===== src/design/vtu_cfg.svh =====
// constants for the vertical timing register block
`ifndef VTU_CFG_SVH
`define VTU_CFG_SVH
`define VTU_IDX_OVERFLOW 8'h07
`define VTU_IDX_START_LO 8'h0d
`define VTU_IDX_CUR_HI 8'h0e
`define VTU_IDX_CUR_LO 8'h0f
`define VTU_IDX_VRS_LO 8'h10
`define VTU_IDX_VRE 8'h11
`define VTU_IDX_VDE_LO 8'h12
`define VTU_IDX_PITCH 8'h13
`define VTU_IDX_ULINE 8'h14
`define VTU_IDX_VBS_LO 8'h15
`define VTU_IDX_VBE 8'h16
`define VTU_IDX_MODE 8'h17
`define VTU_RST_REG 8'h00
`define VTU_RST_INDEX 8'h00
`define VTU_VRE_WPROT 7
`define VTU_VRE_REF5 6
`define VTU_VRE_IRQ_DIS 5
`define VTU_VRE_IRQ_CLR_N 4
`define VTU_UL_DWORD 6
`define VTU_UL_COUNT4 5
`define VTU_MODE_RETRACE_EN 7
`define VTU_MODE_BYTE 6
`define VTU_MODE_WRAP 5
`define VTU_MODE_COUNT2 3
`define VTU_MODE_LINE_DIV2 2
`define VTU_LOCK_VREGS 0
`define VTU_LOCK_MODE 5
`define VTU_LOCK_EXT_LO 3
`define VTU_LOCK_EXT_HI 4
`define VTU_OVF_LC8 4
`define VTU_OVF_VDE8 1
`define VTU_OVF_VDE9 6
`define VTU_OVF_VRS8 2
`define VTU_OVF_VRS9 7
`define VTU_OVF_VBS8 3
`define VTU_MSL_VBS9 5
`define VTU_REFRESH_NORMAL 3'd3
`define VTU_REFRESH_MORE 3'd5
`define VTU_PITCH_K_BYTE 2
`define VTU_PITCH_K_WORD 4
`define VTU_PITCH_K_DWORD 8
`endif


===== src/design/vtu_pkg.sv =====
// types shared by the vertical timing register block
`default_nettype none
package vtu_pkg;
	typedef enum logic [1:0] {
		VTU_NATIVE,
		VTU_LEGACY_TEXT,
		VTU_ENHANCED
	} vtu_mode_e;

	typedef struct packed {
		logic wr;
		logic rd;
		logic sel_data;
		logic [7:0] wdata;
	} vtu_host_req_s;

	typedef struct packed {
		logic strobe;
		logic [2:0] index;
		logic [7:0] data;
		logic [7:0] mask;
	} vtu_low_wr_s;
endpackage
`default_nettype wire


===== src/design/vtu_addr_gen.sv =====
// display memory address counter with row pitch and access-width mapping
`default_nettype none
`include "vtu_cfg.svh"
module vtu_addr_gen #(
	parameter int AW = 18
) (
	// clock and reset
	input wire logic clk,
	input wire logic sys_rst,
	// timing steps
	input wire logic char_en,
	input wire logic line_step,
	input wire logic row_adv,
	input wire logic frame_start,
	input wire logic disp_on,
	// configuration
	input wire logic [AW-1:0] start_addr,
	input wire logic [7:0] pitch,
	input wire logic dword_mode,
	input wire logic byte_mode,
	input wire logic count4,
	input wire logic count2,
	input wire logic wrap_sel,
	// address out
	output logic [AW-1:0] mem_addr_q
);
	import vtu_pkg::*;

	logic [AW-1:0] row_start_q, row_start_d, ma_q, ma_d, pitch_step, mapped;
	logic [1:0] div_q;
	logic ma_tick;

	// K is 2 for byte, 4 for word, 8 for doubleword layout
	assign pitch_step = dword_mode ? AW'(pitch) * AW'(`VTU_PITCH_K_DWORD) :
		byte_mode ? AW'(pitch) * AW'(`VTU_PITCH_K_BYTE) : AW'(pitch) * AW'(`VTU_PITCH_K_WORD);
	// count by 4 takes precedence over count by 2
	assign ma_tick = char_en & (count4 ? (div_q == 2'd3) : count2 ? div_q[0] : 1'b1);
	assign row_start_d = frame_start ? start_addr : row_adv ? row_start_q + pitch_step : row_start_q;
	assign ma_d = (frame_start | line_step) ? row_start_d : (ma_tick & disp_on) ? ma_q + AW'(1) : ma_q;
	// doubleword drops two high bits and fills from bits 13 and 12, word drops one and fills from a high bit
	assign mapped = dword_mode ? {ma_q[AW-3:0], ma_q[13], ma_q[12]} :
		byte_mode ? ma_q : {ma_q[AW-2:0], wrap_sel ? ma_q[15] : ma_q[13]};

	always_ff @(posedge clk or posedge sys_rst) begin
		if (sys_rst) begin
			row_start_q <= '0;
			ma_q <= '0;
			div_q <= 2'd0;
			mem_addr_q <= '0;
		end else begin
			row_start_q <= row_start_d;
			ma_q <= ma_d;
			div_q <= line_step ? 2'd0 : char_en ? div_q + 2'd1 : div_q;
			mem_addr_q <= mapped;
		end
	end
endmodule // vtu_addr_gen
`default_nettype wire


===== src/design/vtu_vert_regs.sv =====
// vertical timing, cursor and address registers behind the index/data port pair
// Behaviour
// - index 0x0d holds start address low byte
// - cursor high byte; address extended to 18 bits, or 14 bits in legacy text
// - index 0x0f holds cursor address low byte
// - retrace start is ten bits with overflow
// - legacy text reads light pen at 0x10/0x11, enhanced mode at 0x10 only
// - extension lock bit 0 blocks retrace and blank writes
// - write protect blocks 0x00-0x07 except line compare
// - three or five refresh cycles per line
// - interrupt enabled when bit 5 is 0
// - writing bit 4 low clears pending interrupt
// - interrupt raised at bottom border start
// - sync ends on low four bits match
// - display ends at ten-bit count, lines minus one
// - next row start adds K times offset
// - bit 6 of 0x14 selects doubleword addressing
// - count by 4 divides address clock
// - underline on row scan matching field
// - blank starts at ten-bit value plus one
// - blank ends on low eight bits match
// - extension lock bit 5 blocks mode writes
// - mode bit 7 gates retrace outputs
`default_nettype none
`include "vtu_cfg.svh"
module vtu_vert_regs #(
	parameter int AW = 18
) (
	// clock and reset
	input wire logic clk,
	input wire logic sys_rst,
	// host index/data port
	input wire vtu_pkg::vtu_host_req_s host_req,
	output logic [7:0] host_rdata_q,
	output logic [7:0] index_q,
	// neighbouring registers and extension lock
	input wire logic [7:0] ext_lock_reg,
	input wire logic [7:0] overflow_reg,
	input wire logic [7:0] max_scan_reg,
	input wire logic [7:0] start_addr_high,
	input wire logic [9:0] vert_total,
	input wire vtu_pkg::vtu_mode_e compat_mode,
	input wire logic [15:0] light_pen,
	// write path to indices 0x00-0x07
	output vtu_pkg::vtu_low_wr_s low_wr_q,
	// timing pulses
	input wire logic char_en,
	input wire logic line_en,
	input wire logic hretrace_in,
	// timing outputs
	output logic hsync_q,
	output logic vsync_q,
	output logic vblank_q,
	output logic vdisp_q,
	output logic vint_q,
	output logic refresh_req_q,
	output logic underline_q,
	output logic [AW-1:0] cursor_addr_q,
	output logic [AW-1:0] start_addr_q,
	output logic [AW-1:0] mem_addr_q
);
	import vtu_pkg::*;

	logic [7:0] start_lo_q, cur_hi_q, cur_lo_q, vrs_lo_q, vre_q, vde_lo_q;
	logic [7:0] pitch_q, ul_q, vbs_lo_q, vbe_q, mode_q;
	logic [9:0] vcnt_q, vrs, vde, vbs;
	logic [4:0] row_q;
	logic [2:0] ref_left_q;
	logic line_div_q, vs_flag_q, vb_flag_q, irq_pend_q;

	// host decode
	wire wr_index = host_req.wr & ~host_req.sel_data;
	wire wr_data = host_req.wr & host_req.sel_data;
	wire vlock = ext_lock_reg[`VTU_LOCK_VREGS];
	wire mlock = ext_lock_reg[`VTU_LOCK_MODE];
	wire wprot = vre_q[`VTU_VRE_WPROT];
	wire we_start_lo = wr_data & (index_q == `VTU_IDX_START_LO);
	wire we_cur_hi = wr_data & (index_q == `VTU_IDX_CUR_HI);
	wire we_cur_lo = wr_data & (index_q == `VTU_IDX_CUR_LO);
	wire we_vrs = wr_data & (index_q == `VTU_IDX_VRS_LO) & ~vlock;
	wire we_vre = wr_data & (index_q == `VTU_IDX_VRE) & ~vlock;
	wire we_vde = wr_data & (index_q == `VTU_IDX_VDE_LO);
	wire we_pitch = wr_data & (index_q == `VTU_IDX_PITCH);
	wire we_ul = wr_data & (index_q == `VTU_IDX_ULINE);
	wire we_vbs = wr_data & (index_q == `VTU_IDX_VBS_LO) & ~vlock;
	wire we_vbe = wr_data & (index_q == `VTU_IDX_VBE) & ~vlock;
	wire we_mode = wr_data & (index_q == `VTU_IDX_MODE) & ~mlock;
	wire low_hit = wr_data & (index_q[7:3] == 5'd0);
	wire is_ovf = index_q == `VTU_IDX_OVERFLOW;
	// under write protect only the line compare bit of the overflow register passes
	wire [7:0] low_mask = ~wprot ? 8'hff : is_ovf ? (8'h01 << `VTU_OVF_LC8) : 8'h00;
	wire legacy = compat_mode == VTU_LEGACY_TEXT;

	// read mux
	logic [7:0] rd_mux;
	always_comb begin
		unique case (index_q)
			`VTU_IDX_START_LO: rd_mux = start_lo_q;
			`VTU_IDX_CUR_HI: rd_mux = cur_hi_q;
			`VTU_IDX_CUR_LO: rd_mux = cur_lo_q;
			`VTU_IDX_VRS_LO: rd_mux = legacy ? {2'b00, light_pen[13:8]} :
				(compat_mode == VTU_ENHANCED) ? light_pen[15:8] : vrs_lo_q;
			`VTU_IDX_VRE: rd_mux = legacy ? light_pen[7:0] : vre_q;
			`VTU_IDX_VDE_LO: rd_mux = vde_lo_q;
			`VTU_IDX_PITCH: rd_mux = pitch_q;
			`VTU_IDX_ULINE: rd_mux = {1'b0, ul_q[6:0]};
			`VTU_IDX_VBS_LO: rd_mux = vbs_lo_q;
			`VTU_IDX_VBE: rd_mux = vbe_q;
			`VTU_IDX_MODE: rd_mux = {mode_q[7:5], 1'b0, mode_q[3:0]};
			default: rd_mux = 8'h00;
		endcase
	end

	// ten-bit compare values assembled from the neighbouring registers
	assign vrs = {overflow_reg[`VTU_OVF_VRS9], overflow_reg[`VTU_OVF_VRS8], vrs_lo_q};
	assign vde = {overflow_reg[`VTU_OVF_VDE9], overflow_reg[`VTU_OVF_VDE8], vde_lo_q};
	assign vbs = {max_scan_reg[`VTU_MSL_VBS9], overflow_reg[`VTU_OVF_VBS8], vbs_lo_q};

	// vertical counter runs at line rate, optionally halved
	wire line_step = line_en & (~mode_q[`VTU_MODE_LINE_DIV2] | line_div_q);
	wire vwrap = vcnt_q == vert_total;
	wire frame_start = line_step & vwrap;
	wire row_end = row_q == max_scan_reg[4:0];
	wire row_adv = line_step & row_end & ~vwrap;
	wire [9:0] vcnt_d = frame_start ? 10'd0 : line_step ? vcnt_q + 10'd1 : vcnt_q;

	// sync and blank flags, start wins over end on the same line
	wire vs_d = (vcnt_q == vrs) ? 1'b1 : (vcnt_q[3:0] == vre_q[3:0]) ? 1'b0 : vs_flag_q;
	wire vb_d = (vcnt_q == vbs + 10'd1) ? 1'b1 : (vcnt_q[7:0] == vbe_q) ? 1'b0 : vb_flag_q;
	wire vdisp_d = vcnt_q <= vde;
	wire retrace_en = mode_q[`VTU_MODE_RETRACE_EN];
	wire border_evt = vdisp_q & ~vdisp_d;
	wire irq_set = border_evt & vre_q[`VTU_VRE_IRQ_CLR_N];
	wire irq_clr = we_vre & ~host_req.wdata[`VTU_VRE_IRQ_CLR_N];
	wire [2:0] ref_load = vre_q[`VTU_VRE_REF5] ? `VTU_REFRESH_MORE : `VTU_REFRESH_NORMAL;
	wire ref_fire = char_en & (ref_left_q != 3'd0) & ~line_en;

	// cursor and start address, extended in every mode except legacy text
	wire [AW-1:0] cur_d = legacy ? AW'({cur_hi_q[5:0], cur_lo_q}) :
		{ext_lock_reg[`VTU_LOCK_EXT_HI:`VTU_LOCK_EXT_LO], cur_hi_q, cur_lo_q};
	wire [AW-1:0] start_d = legacy ? AW'({start_addr_high, start_lo_q}) :
		{ext_lock_reg[`VTU_LOCK_EXT_HI:`VTU_LOCK_EXT_LO], start_addr_high, start_lo_q};

	// register file
	always_ff @(posedge clk or posedge sys_rst) begin
		if (sys_rst) begin
			index_q <= `VTU_RST_INDEX;
			start_lo_q <= `VTU_RST_REG;
			cur_hi_q <= `VTU_RST_REG;
			cur_lo_q <= `VTU_RST_REG;
			vrs_lo_q <= `VTU_RST_REG;
			vre_q <= `VTU_RST_REG;
			vde_lo_q <= `VTU_RST_REG;
			pitch_q <= `VTU_RST_REG;
			ul_q <= `VTU_RST_REG;
			vbs_lo_q <= `VTU_RST_REG;
			vbe_q <= `VTU_RST_REG;
			mode_q <= `VTU_RST_REG;
		end else begin
			if (wr_index) index_q <= host_req.wdata;
			if (we_start_lo) start_lo_q <= host_req.wdata;
			if (we_cur_hi) cur_hi_q <= host_req.wdata;
			if (we_cur_lo) cur_lo_q <= host_req.wdata;
			if (we_vrs) vrs_lo_q <= host_req.wdata;
			if (we_vre) vre_q <= host_req.wdata;
			if (we_vde) vde_lo_q <= host_req.wdata;
			if (we_pitch) pitch_q <= host_req.wdata;
			if (we_ul) ul_q <= host_req.wdata;
			if (we_vbs) vbs_lo_q <= host_req.wdata;
			if (we_vbe) vbe_q <= host_req.wdata;
			if (we_mode) mode_q <= host_req.wdata;
		end
	end

	// host answers and write path to the low timing registers
	always_ff @(posedge clk or posedge sys_rst) begin
		if (sys_rst) begin
			host_rdata_q <= 8'h00;
			low_wr_q <= '0;
		end else begin
			if (host_req.rd) host_rdata_q <= host_req.sel_data ? rd_mux : index_q;
			low_wr_q.strobe <= low_hit & (low_mask != 8'h00);
			low_wr_q.index <= index_q[2:0];
			low_wr_q.data <= host_req.wdata;
			low_wr_q.mask <= low_mask;
		end
	end

	// vertical counter, row scan and flags
	always_ff @(posedge clk or posedge sys_rst) begin
		if (sys_rst) begin
			vcnt_q <= 10'd0;
			row_q <= 5'd0;
			line_div_q <= 1'b0;
			vs_flag_q <= 1'b0;
			vb_flag_q <= 1'b0;
			vdisp_q <= 1'b0;
		end else begin
			if (line_en) line_div_q <= ~line_div_q;
			vcnt_q <= vcnt_d;
			if (line_step) row_q <= (vwrap | row_end) ? 5'd0 : row_q + 5'd1;
			vs_flag_q <= vs_d;
			vb_flag_q <= vb_d;
			vdisp_q <= vdisp_d;
		end
	end

	// outputs, interrupt and refresh
	always_ff @(posedge clk or posedge sys_rst) begin
		if (sys_rst) begin
			vsync_q <= 1'b0;
			hsync_q <= 1'b0;
			vblank_q <= 1'b0;
			irq_pend_q <= 1'b0;
			vint_q <= 1'b0;
			ref_left_q <= 3'd0;
			refresh_req_q <= 1'b0;
			underline_q <= 1'b0;
			cursor_addr_q <= '0;
			start_addr_q <= '0;
		end else begin
			vsync_q <= vs_d & retrace_en;
			hsync_q <= hretrace_in & retrace_en;
			vblank_q <= vb_d;
			// a border event in the clearing cycle still sets the flag
			irq_pend_q <= irq_set | (irq_pend_q & ~irq_clr);
			vint_q <= (irq_set | (irq_pend_q & ~irq_clr)) & ~vre_q[`VTU_VRE_IRQ_DIS];
			ref_left_q <= line_en ? ref_load : ref_fire ? ref_left_q - 3'd1 : ref_left_q;
			refresh_req_q <= ref_fire;
			underline_q <= row_q == ul_q[4:0];
			cursor_addr_q <= cur_d;
			start_addr_q <= start_d;
		end
	end

	vtu_addr_gen #(
		.AW(AW)
	) u_addr (
		.clk(clk),
		.sys_rst(sys_rst),
		.char_en(char_en),
		.line_step(line_step),
		.row_adv(row_adv),
		.frame_start(frame_start),
		.disp_on(vdisp_q),
		.start_addr(start_d),
		.pitch(pitch_q),
		.dword_mode(ul_q[`VTU_UL_DWORD]),
		.byte_mode(mode_q[`VTU_MODE_BYTE]),
		.count4(ul_q[`VTU_UL_COUNT4]),
		.count2(mode_q[`VTU_MODE_COUNT2]),
		.wrap_sel(mode_q[`VTU_MODE_WRAP]),
		.mem_addr_q(mem_addr_q)
	);

	// checks
	logic [2:0] ref_seen_q;
	logic [2:0] ref_exp_q;
	always_ff @(posedge clk or posedge sys_rst) begin
		if (sys_rst) begin
			ref_seen_q <= 3'd0;
			ref_exp_q <= 3'd0;
		end else begin
			ref_seen_q <= line_en ? 3'd0 : ref_seen_q + {2'b00, refresh_req_q};
			if (line_en) ref_exp_q <= ref_load;
		end
	end
endmodule // vtu_vert_regs
`default_nettype wire


===== config.mk =====
export PLATFORM = sky130hd
export DESIGN_NAME = vtu_vert_regs
export DESIGN_NICKNAME = d
export VERILOG_FILES = /design/src/design/vtu_pkg.sv /design/src/design/vtu_addr_gen.sv /design/src/design/vtu_vert_regs.sv
export VERILOG_INCLUDE_DIRS = /design/src /design/src/design
export SDC_FILE = /design/constraint.sdc
export NUM_CORES = 1
export LEC_CHECK = 0
export BUFFER_PORTS_ARGS = -buffer_cell sky130_fd_sc_hd__clkbuf_2
export CORE_MARGIN = 2
export CORE_UTILIZATION = 40
export CTS_CLUSTER_SIZE = 40
export DETAILED_ROUTE_END_ITERATION = 16
export PLACE_DENSITY = 0.58
export SYNTH_ARGS = -nofsm -noshare
export SYNTH_HDL_FRONTEND = slang
export SYNTH_SLANG_ARGS = --single-unit

===== constraint.sdc =====
create_clock -name clk -period 10.3 [get_ports clk]
set_clock_uncertainty 0.1 [all_clocks]
set_input_delay 1.545 -clock clk [delete_from_list [all_inputs] [get_ports clk]]
set_output_delay 1.545 -clock clk [all_outputs]
set_load 0.01 [all_outputs]

; ---- After elaboration in Yosys (flattened, before gate mapping)
; Index checks and enable logic that the tools add are counted.
[word_totals]
inputBits = 76
wordCells = 156
register_bits = 243
[classes]
n_lt_le_gt_ge = 1
bitwise = 50
reduce_logical = 8
n_addsub = 7
n_mux = 32
eq_ne = 22
[ops]
columns = op, n
row1 = 2-to-1 mux 18 bit, 8
row2 = one-hot mux 8 bit (11 select lines), 1
row3 = equality test 8 x 5 -> 1 bit (second input constant), 8
row4 = 2-to-1 mux 8 bit, 5
row5 = bitwise AND 1 bit, 35
row6 = equality test 10 bit, 3
row7 = 2-to-1 mux 10 bit, 3
row8 = equality test 8 x 4 -> 1 bit (second input constant), 3
row9 = adder 10 x 1 -> 10 bit (second input constant), 2
row10 = adder 18 x 1 -> 18 bit (second input constant), 1
row11 = adder 18 bit, 1
row12 = 2-to-1 mux 11 bit, 1
row13 = inverter 1 bit, 11
row14 = equality test 5 bit, 2
row15 = less-or-equal comparator 10 bit, 1
row16 = 2-to-1 mux 5 bit, 2
row17 = nonzero test 2 bit, 5
row18 = 2-to-1 mux 3 bit, 3
row19 = equality test 8 x 3 -> 1 bit (second input constant), 1
row20 = equality test 8 bit, 1
row21 = nonzero test 8 bit, 1
row22 = 2-to-1 mux 1 bit, 7
row23 = adder 5 x 1 -> 5 bit (second input constant), 1
row24 = zero test 5 bit, 1
row25 = other kinds (8), 13

; ---- Logic depth before layout (Yosys ltp)
[logic_depth]
word_depth = 8
ltp_mapped = 13
depth_no_buf = 11

; ---- Hierarchy
; From an unflattened synthesis, not the netlist that was laid out.
[hier_totals]
hier_cells = 1133
hier_area_um2 = 12299.3
[by_module_without_submodules]
columns = mod, cells_each, instances, area_each_um2
row1 = vtu_vert_regs, 737, 1, 8559.5
row2 = vtu_addr_gen, 396, 1, 3739.8

; ---- Worst setup path after synthesis
; OpenSTA, ideal clock, no wires.
[synth_path]
path_type = input-to-reg
start = input compat_mode[1]
end = register host_rdata_q[1]
arrival_time_ps = 3289
cell_stages = 8
setup_slack_ps = 6759
setup_time_ps = 152
path_cell_list = buf_2 -> xnor2_1 -> mux2_2 -> mux4_2 -> nand2_1 -> nand2_1 -> nand4_1 -> o311ai_0
[synth_between]
elab_chain_cells = 5
[synth_rtl]
columns = item, line
row1 = "start, declared", vtu_vert_regs.sv:42  ; input wire vtu_pkg::vtu_mode_e compat_mode,
row2 = equality test 2 bit, vtu_vert_regs.sv:102  ; (compat_mode == VTU_ENHANCED) ? light_pen[15:8] : vrs_lo_q;
row3 = 2-to-1 mux 8 bit, vtu_vert_regs.sv:102
row4 = 2-to-1 mux 8 bit, vtu_vert_regs.sv:101  ; `VTU_IDX_VRS_LO: rd_mux = legacy ? {2'b00, light_pen[13:8]} :
row5 = one-hot mux 8 bit (11 select lines) *, vtu_vert_regs.sv:97  ; unique case (index_q)
row6 = 2-to-1 mux 8 bit *, vtu_vert_regs.sv:181  ; if (host_req.rd) host_rdata_q <= host_req.sel_data ? rd_mux : index_q;
row7 = "end signal, assigned", vtu_vert_regs.sv:181
row8 = "end, declared", vtu_vert_regs.sv:34  ; output logic [7:0] host_rdata_q,
; Every way passes the cells marked *; elsewhere a longest branch is shown, timed or not.
; A chain may end at the register's enable or synchronous reset.

; ---- Worst setup path in the final report
[layout_path]
start = register mode_q[6]
end = register u_addr.ma_q[15]
[layout_between]
elab_chain_cells = 6
[layout_rtl]
columns = item, line
row1 = "start, declared", vtu_vert_regs.sv:65  ; logic [7:0] pitch_q, ul_q, vbs_lo_q, vbe_q, mode_q;
row2 = "start signal, assigned", vtu_vert_regs.sv:158  ; mode_q <= `VTU_RST_REG;
row3 = "start signal, assigned", vtu_vert_regs.sv:171  ; if (we_mode) mode_q <= host_req.wdata;
row4 = 2-to-1 mux 10 bit, vtu_addr_gen.sv:35  ; byte_mode ? AW'(pitch) * AW'(`VTU_PITCH_K_BYTE) : AW'(pitch) * AW'(`VTU_PITCH_K_WORD);
row5 = 2-to-1 mux 11 bit, vtu_addr_gen.sv:34  ; assign pitch_step = dword_mode ? AW'(pitch) * AW'(`VTU_PITCH_K_DWORD) :
row6 = adder 18 bit, vtu_addr_gen.sv:38  ; assign row_start_d = frame_start ? start_addr : row_adv ? row_start_q + pitch_step : row_start_q;
row7 = 2-to-1 mux 18 bit (2 in a row), vtu_addr_gen.sv:38
row8 = 2-to-1 mux 18 bit, vtu_addr_gen.sv:39  ; assign ma_d = (frame_start | line_step) ? row_start_d : (ma_tick & disp_on) ? ma_q + AW'(1) : ma_q;
row9 = "end signal, assigned", vtu_addr_gen.sv:52  ; ma_q <= ma_d;
row10 = "end, declared", vtu_addr_gen.sv:29  ; logic [AW-1:0] row_start_q, row_start_d, ma_q, ma_d, pitch_step, mapped;
; Every way passes these cells.

==> results by stage <==
Yosys:
- The share of the synthesized area in the top cell type is 0.487.
- By area the synthesized netlist is led by sky130_fd_sc_hd__dfrtp_1 49%, sky130_fd_sc_hd__mux2_2 8.5%, sky130_fd_sc_hd__mux2i_1 4.3%, sky130_fd_sc_hd__xnor2_1 4.2%, sky130_fd_sc_hd__o21ai_0 3.6%.
- The leading cell type by number of instances after synthesis is sky130_fd_sc_hd__dfrtp_1.
- Counting every instance in the synthesized netlist gives 1135.
- The total of flip-flops plus latches after synthesis is 234.
- The most used flip-flop cell after synthesis is sky130_fd_sc_hd__dfrtp_1.
- The number of warnings reported in the yosys synthesis log is 0.
- Counting flops with a built-in enable in the synthesized netlist gives 0.
- The share of the Yosys chip area taken by registers is 0.487.
- Each instance of the synthesized netlist takes up on average 10.6 sq um.
- Of all cell types, the one taking the most synthesized area is sky130_fd_sc_hd__dfrtp_1.
- The number of nets in the synthesized netlist is 1239.
- The cell area that synthesis handed to floorplanning was 12000 sq um.
- For this run, asynchronously set or reset flops after synthesis account for 1.00.
- By count the netlist is led by 234 x sky130_fd_sc_hd__dfrtp_1, 101 x sky130_fd_sc_hd__nand2_1, 91 x sky130_fd_sc_hd__mux2_2.
- Counting distinct cell types in the post-synthesis netlist gives 70.

Floorplan:
- The boundary pin count is 173.
- The effective utilization at floorplan is 0.406.
- The die covers 31500 sq um.
- Row generation in the floorplan step produced 63 rows.
- The die outline width is 177 microns.
- The floorplan step defined a core boundary enclosing 29600 sq um.
- The die height is 177 microns.

Critical path:
- For this run, the slowest stage of the critical path takes 0.51 ns.
- The combined buffer and inverter count along the critical path is 1.
- The largest fanout on the critical path is 29.
- The critical path goes through buf_4 > mux2i_1 > o21ai_0 > ha_1 > a21oi_1 > o22ai_1 > o2111ai_1 > a2111oi_2 > and3_1 > xnor2_1 > a221oi_1.
- The data required time of the critical path is 10.62 ns.
- The kind of cell with the highest combined delay along the critical path is compound AO/OA/AOI/OAI gates.
- The startpoint identified for the worst register-to-register timing path is mode_q[6].
- The critical path arrival is 3.77 ns.
- The setup slack of the worst register-to-register path is 6.85 ns.
- The class of the most critical setup path is flop to flop.
- The worst register-to-register path has a depth of 11.
- The endpoint kind of the worst setup timing path is a flop.
- The cell with the largest stage delay on the worst path is sky130_fd_sc_hd__a2111oi_2.
- In this run the critical register-to-register path is captured at u_addr.ma_q[15].
- The nature of the critical path startpoint is a flop.

STA:
- For the pin with the worst max-slew slack, the measured transition is 1.02 ns.
- The final-report setup violation count is 0.
- Adding up every negative setup slack in the final design gives 0 ns.
- The number of max-slew violations in the final report is 0.
- The hold violation count in the final report is 0.
- Setup repair after global routing left no endpoint under its margin.
- Based on the critical path, the design can be clocked at up to 0.290 GHz.
- Of the available clock period, the critical path in the final layout requires 0.334.
- Measured against its own limit, the worst slew margin works out to 0.320.
- After layout, the minimum clock period comes to 3.45 ns.

Drt:
- For this block, the via count after detailed routing is 8989.
- The final layout contains routed wiring with a total length of 32500 microns.
- After detailed routing, the number of remaining DRC violations is 0.
- The detailed router put a total of 14900 microns of wire on met1.
- Detailed routing placed a total of 15200 microns of wire on met2.
- Once detail routing completed, the nets flagged for antenna violations numbered 0.
- The number of DRC markers after the initial detailed-route iteration is 693.
- The met3 wire length is 1820 microns.
- Dividing the detail-routed wire length by the instance count gives 19.5 microns.
- The highest metal layer used by the detailed router is met4.
- The number of vias per cell after detailed routing is 5.38.
- The total iterations of the first detailed-routing run is 5.

Flow run:
- The number of maximum-capacitance violations is 0.

Power:
- The part of the total power dissipated in combinational logic is 0.207.
- The completed layout was analyzed and its total power is 0.00276 W.
- Of the total power, the share spent switching nets is 0.311.
- For this design the ratio of total power to cell area is 198 nW/um^2.
- The share of total power in sequential cells is 0.442.
- The net switching power of the design is 0.000858 W.
- The leakage power of the design is 6.40 nW.
- The cell-internal power is 0.00190 W.
- Across the VDD grid, the largest voltage drop is 132 uV.
- The share of total power dissipated in the clock network is 0.352.

Placement:
- Routability-driven placement finished with a final weighted congestion of 0.900.
- Once detailed placement completed, the half-perimeter wirelength came to 23300 microns.
- During placement, the flow inserted port buffers numbering 163.
- The cell count after placement is 1625.

CTS:
- The largest buffer count on any clock path is 3.
- The number of clock buffers inserted by TritonCTS is 26.
- The insertion delay of the later-clocked pin in the worst-skew pair is 0.52 ns.
- Once the clock tree was built, the resizer swapped 0 gates to a different size.
- The number of H-tree levels is 1.
- The number of buffers inserted by post-CTS setup repair is 0.
- The clock-pin slew on the worst setup and hold paths is 0.06 ns.
- In this run the clock root is driven by a sky130_fd_sc_hd__clkbuf_16.
- The number of hold buffers added after CTS was 0.
- The TritonCTS sink count is 234.
- The TritonCTS clock tree is built.

Finish:
- The count of cells in the finished layout, fillers not included, comes to 1671.
- The share of layout cells above drive strength 1 is 0.264.
- The repair_antennas step left the layout with diodes totalling 0.
- The final layout net count is 1367.
- Compared with the post-synthesis result, the final layout area differs by 15.9%.

Min path:
- The worst hold path passes through 0 cells.
- The startpoint of the tightest hold check path is cur_hi_q[4].
- The path with the worst hold slack has its endpoint at cursor_addr_q[12].
- The path class of the tightest hold or removal check is flop to flop.

Global route:
- Summed over all layers, the global routing overflow is 0.
- The via count of the first global-routing pass is 8877.
- The first global-routing pass estimated 50900 microns of wire.
- The all-layer global routing usage is 0.208.
- Entering global routing, the biggest net connects 102 pins.
- The initial antenna violation count came to 0.

Run status:
- The run finished with clean final reports.
[state kept, by name, indices dropped and copies added, names as in the netlist, 8 cells and up]
register and flops:
cur_hi_q 8, cursor_addr_q 17, u_addr.row_start_q 18, start_lo_q 8
vre_q 8, cur_lo_q 8, vrs_lo_q 8, low_wr_q 14
vde_lo_q 8, u_addr.ma_q 18, vcnt_q 10, u_addr.mem_addr_q 18
start_addr_q 17, index_q 8, vbs_lo_q 8, pitch_q 8
host_rdata_q 8, vbe_q 8
[placed cells by master (no fill, tap or decap), types with 27 or more instances in the layout]
master and count:
sky130_fd_sc_hd__a21oi_1 41, sky130_fd_sc_hd__clkbuf_16 27, sky130_fd_sc_hd__clkbuf_2 163, sky130_fd_sc_hd__dfrtp_1 234
sky130_fd_sc_hd__ha_1 27, sky130_fd_sc_hd__inv_1 34, sky130_fd_sc_hd__mux2_2 91, sky130_fd_sc_hd__mux2i_1 52
sky130_fd_sc_hd__nand2_1 101, sky130_fd_sc_hd__nand3_1 28, sky130_fd_sc_hd__nor2_1 78, sky130_fd_sc_hd__o21ai_0 86
sky130_fd_sc_hd__xnor2_1 58, sky130_fd_sc_hd__xor2_1 34
[through the flow]
step                instance area [sq um]  hold slack, ns  setup WS, ns  utilization
finish                              13900           0.300          6.85        0.470
global route                        13900           0.320          6.58        0.470
CTS                                 13900           0.302          6.88        0.470
detailed placement                  13100           0.290          6.43        0.440
global placement                    13100           0.289          6.41        0.440
floorplan                           12000           0.270          2.24            -
[final cells by class]
| cell class | instances | area, sq um |
|---|---|---|
| Clock inverter | 6 | 108 |
| Timing Repair Buffer | 175 | 906 |
| Multi-Input combinational cell | 790 | 5660 |
| Sequential cell | 234 | 5860 |
| Clock buffer | 40 | 785 |
| Tap cell | 390 | 488 |
| Inverter | 36 | 143 |
| Fill cell | 2910 | 15700 |
[power groups by stage]
stage | registers [W] | logic [W] | clock network, W
final | 0.00122 | 0.000570 | 0.000970
after CTS | 0.00122 | 0.000577 | 0.000991
after floorplan | 0.00116 | 0.000451 | 0
after detailed placement | 0.00124 | 0.000573 | 0
after global placement | 0.00123 | 0.000560 | 0
after global routing | 0.00124 | 0.000644 | 0.00103
[how the worst max path moves through the flow]
stage                     cells past startpoint          start                     end
after floorplan                               1        sys_rst             cur_hi_q[0]
after global placement                        8  vert_total[7]         u_addr.ma_q[17]
after detailed placement                      8  vert_total[7]         u_addr.ma_q[17]
after CTS                                    11      mode_q[6]         u_addr.ma_q[15]
after global routing                         11      mode_q[6]  u_addr.row_start_q[16]
final                                        11      mode_q[6]         u_addr.ma_q[15]
[metal layers]
metal | vias to the layer above | GRT usage
met5 | - | 0
met4 | 0 | 0.0516
met3 | 43 | 0.0285
met2 | 262 | 0.333
met1 | 4454 | 0.299
li1 | 4230 | -
[cells by family after synthesis]
logic type | Yosys count | share of synthesized area
AOI/OAI and AO/OA | 206 | 0.105
xor gates and xnor gates | 93 | 0.0684
adders and majority gates | 28 | 0.0298
buffers and inverters | 111 | 0.0431
DFF | 234 | 0.487
muxes | 147 | 0.134
and+or+nand+nor | 316 | 0.133
No activity file was read; power rests on OpenSTA's default activity.
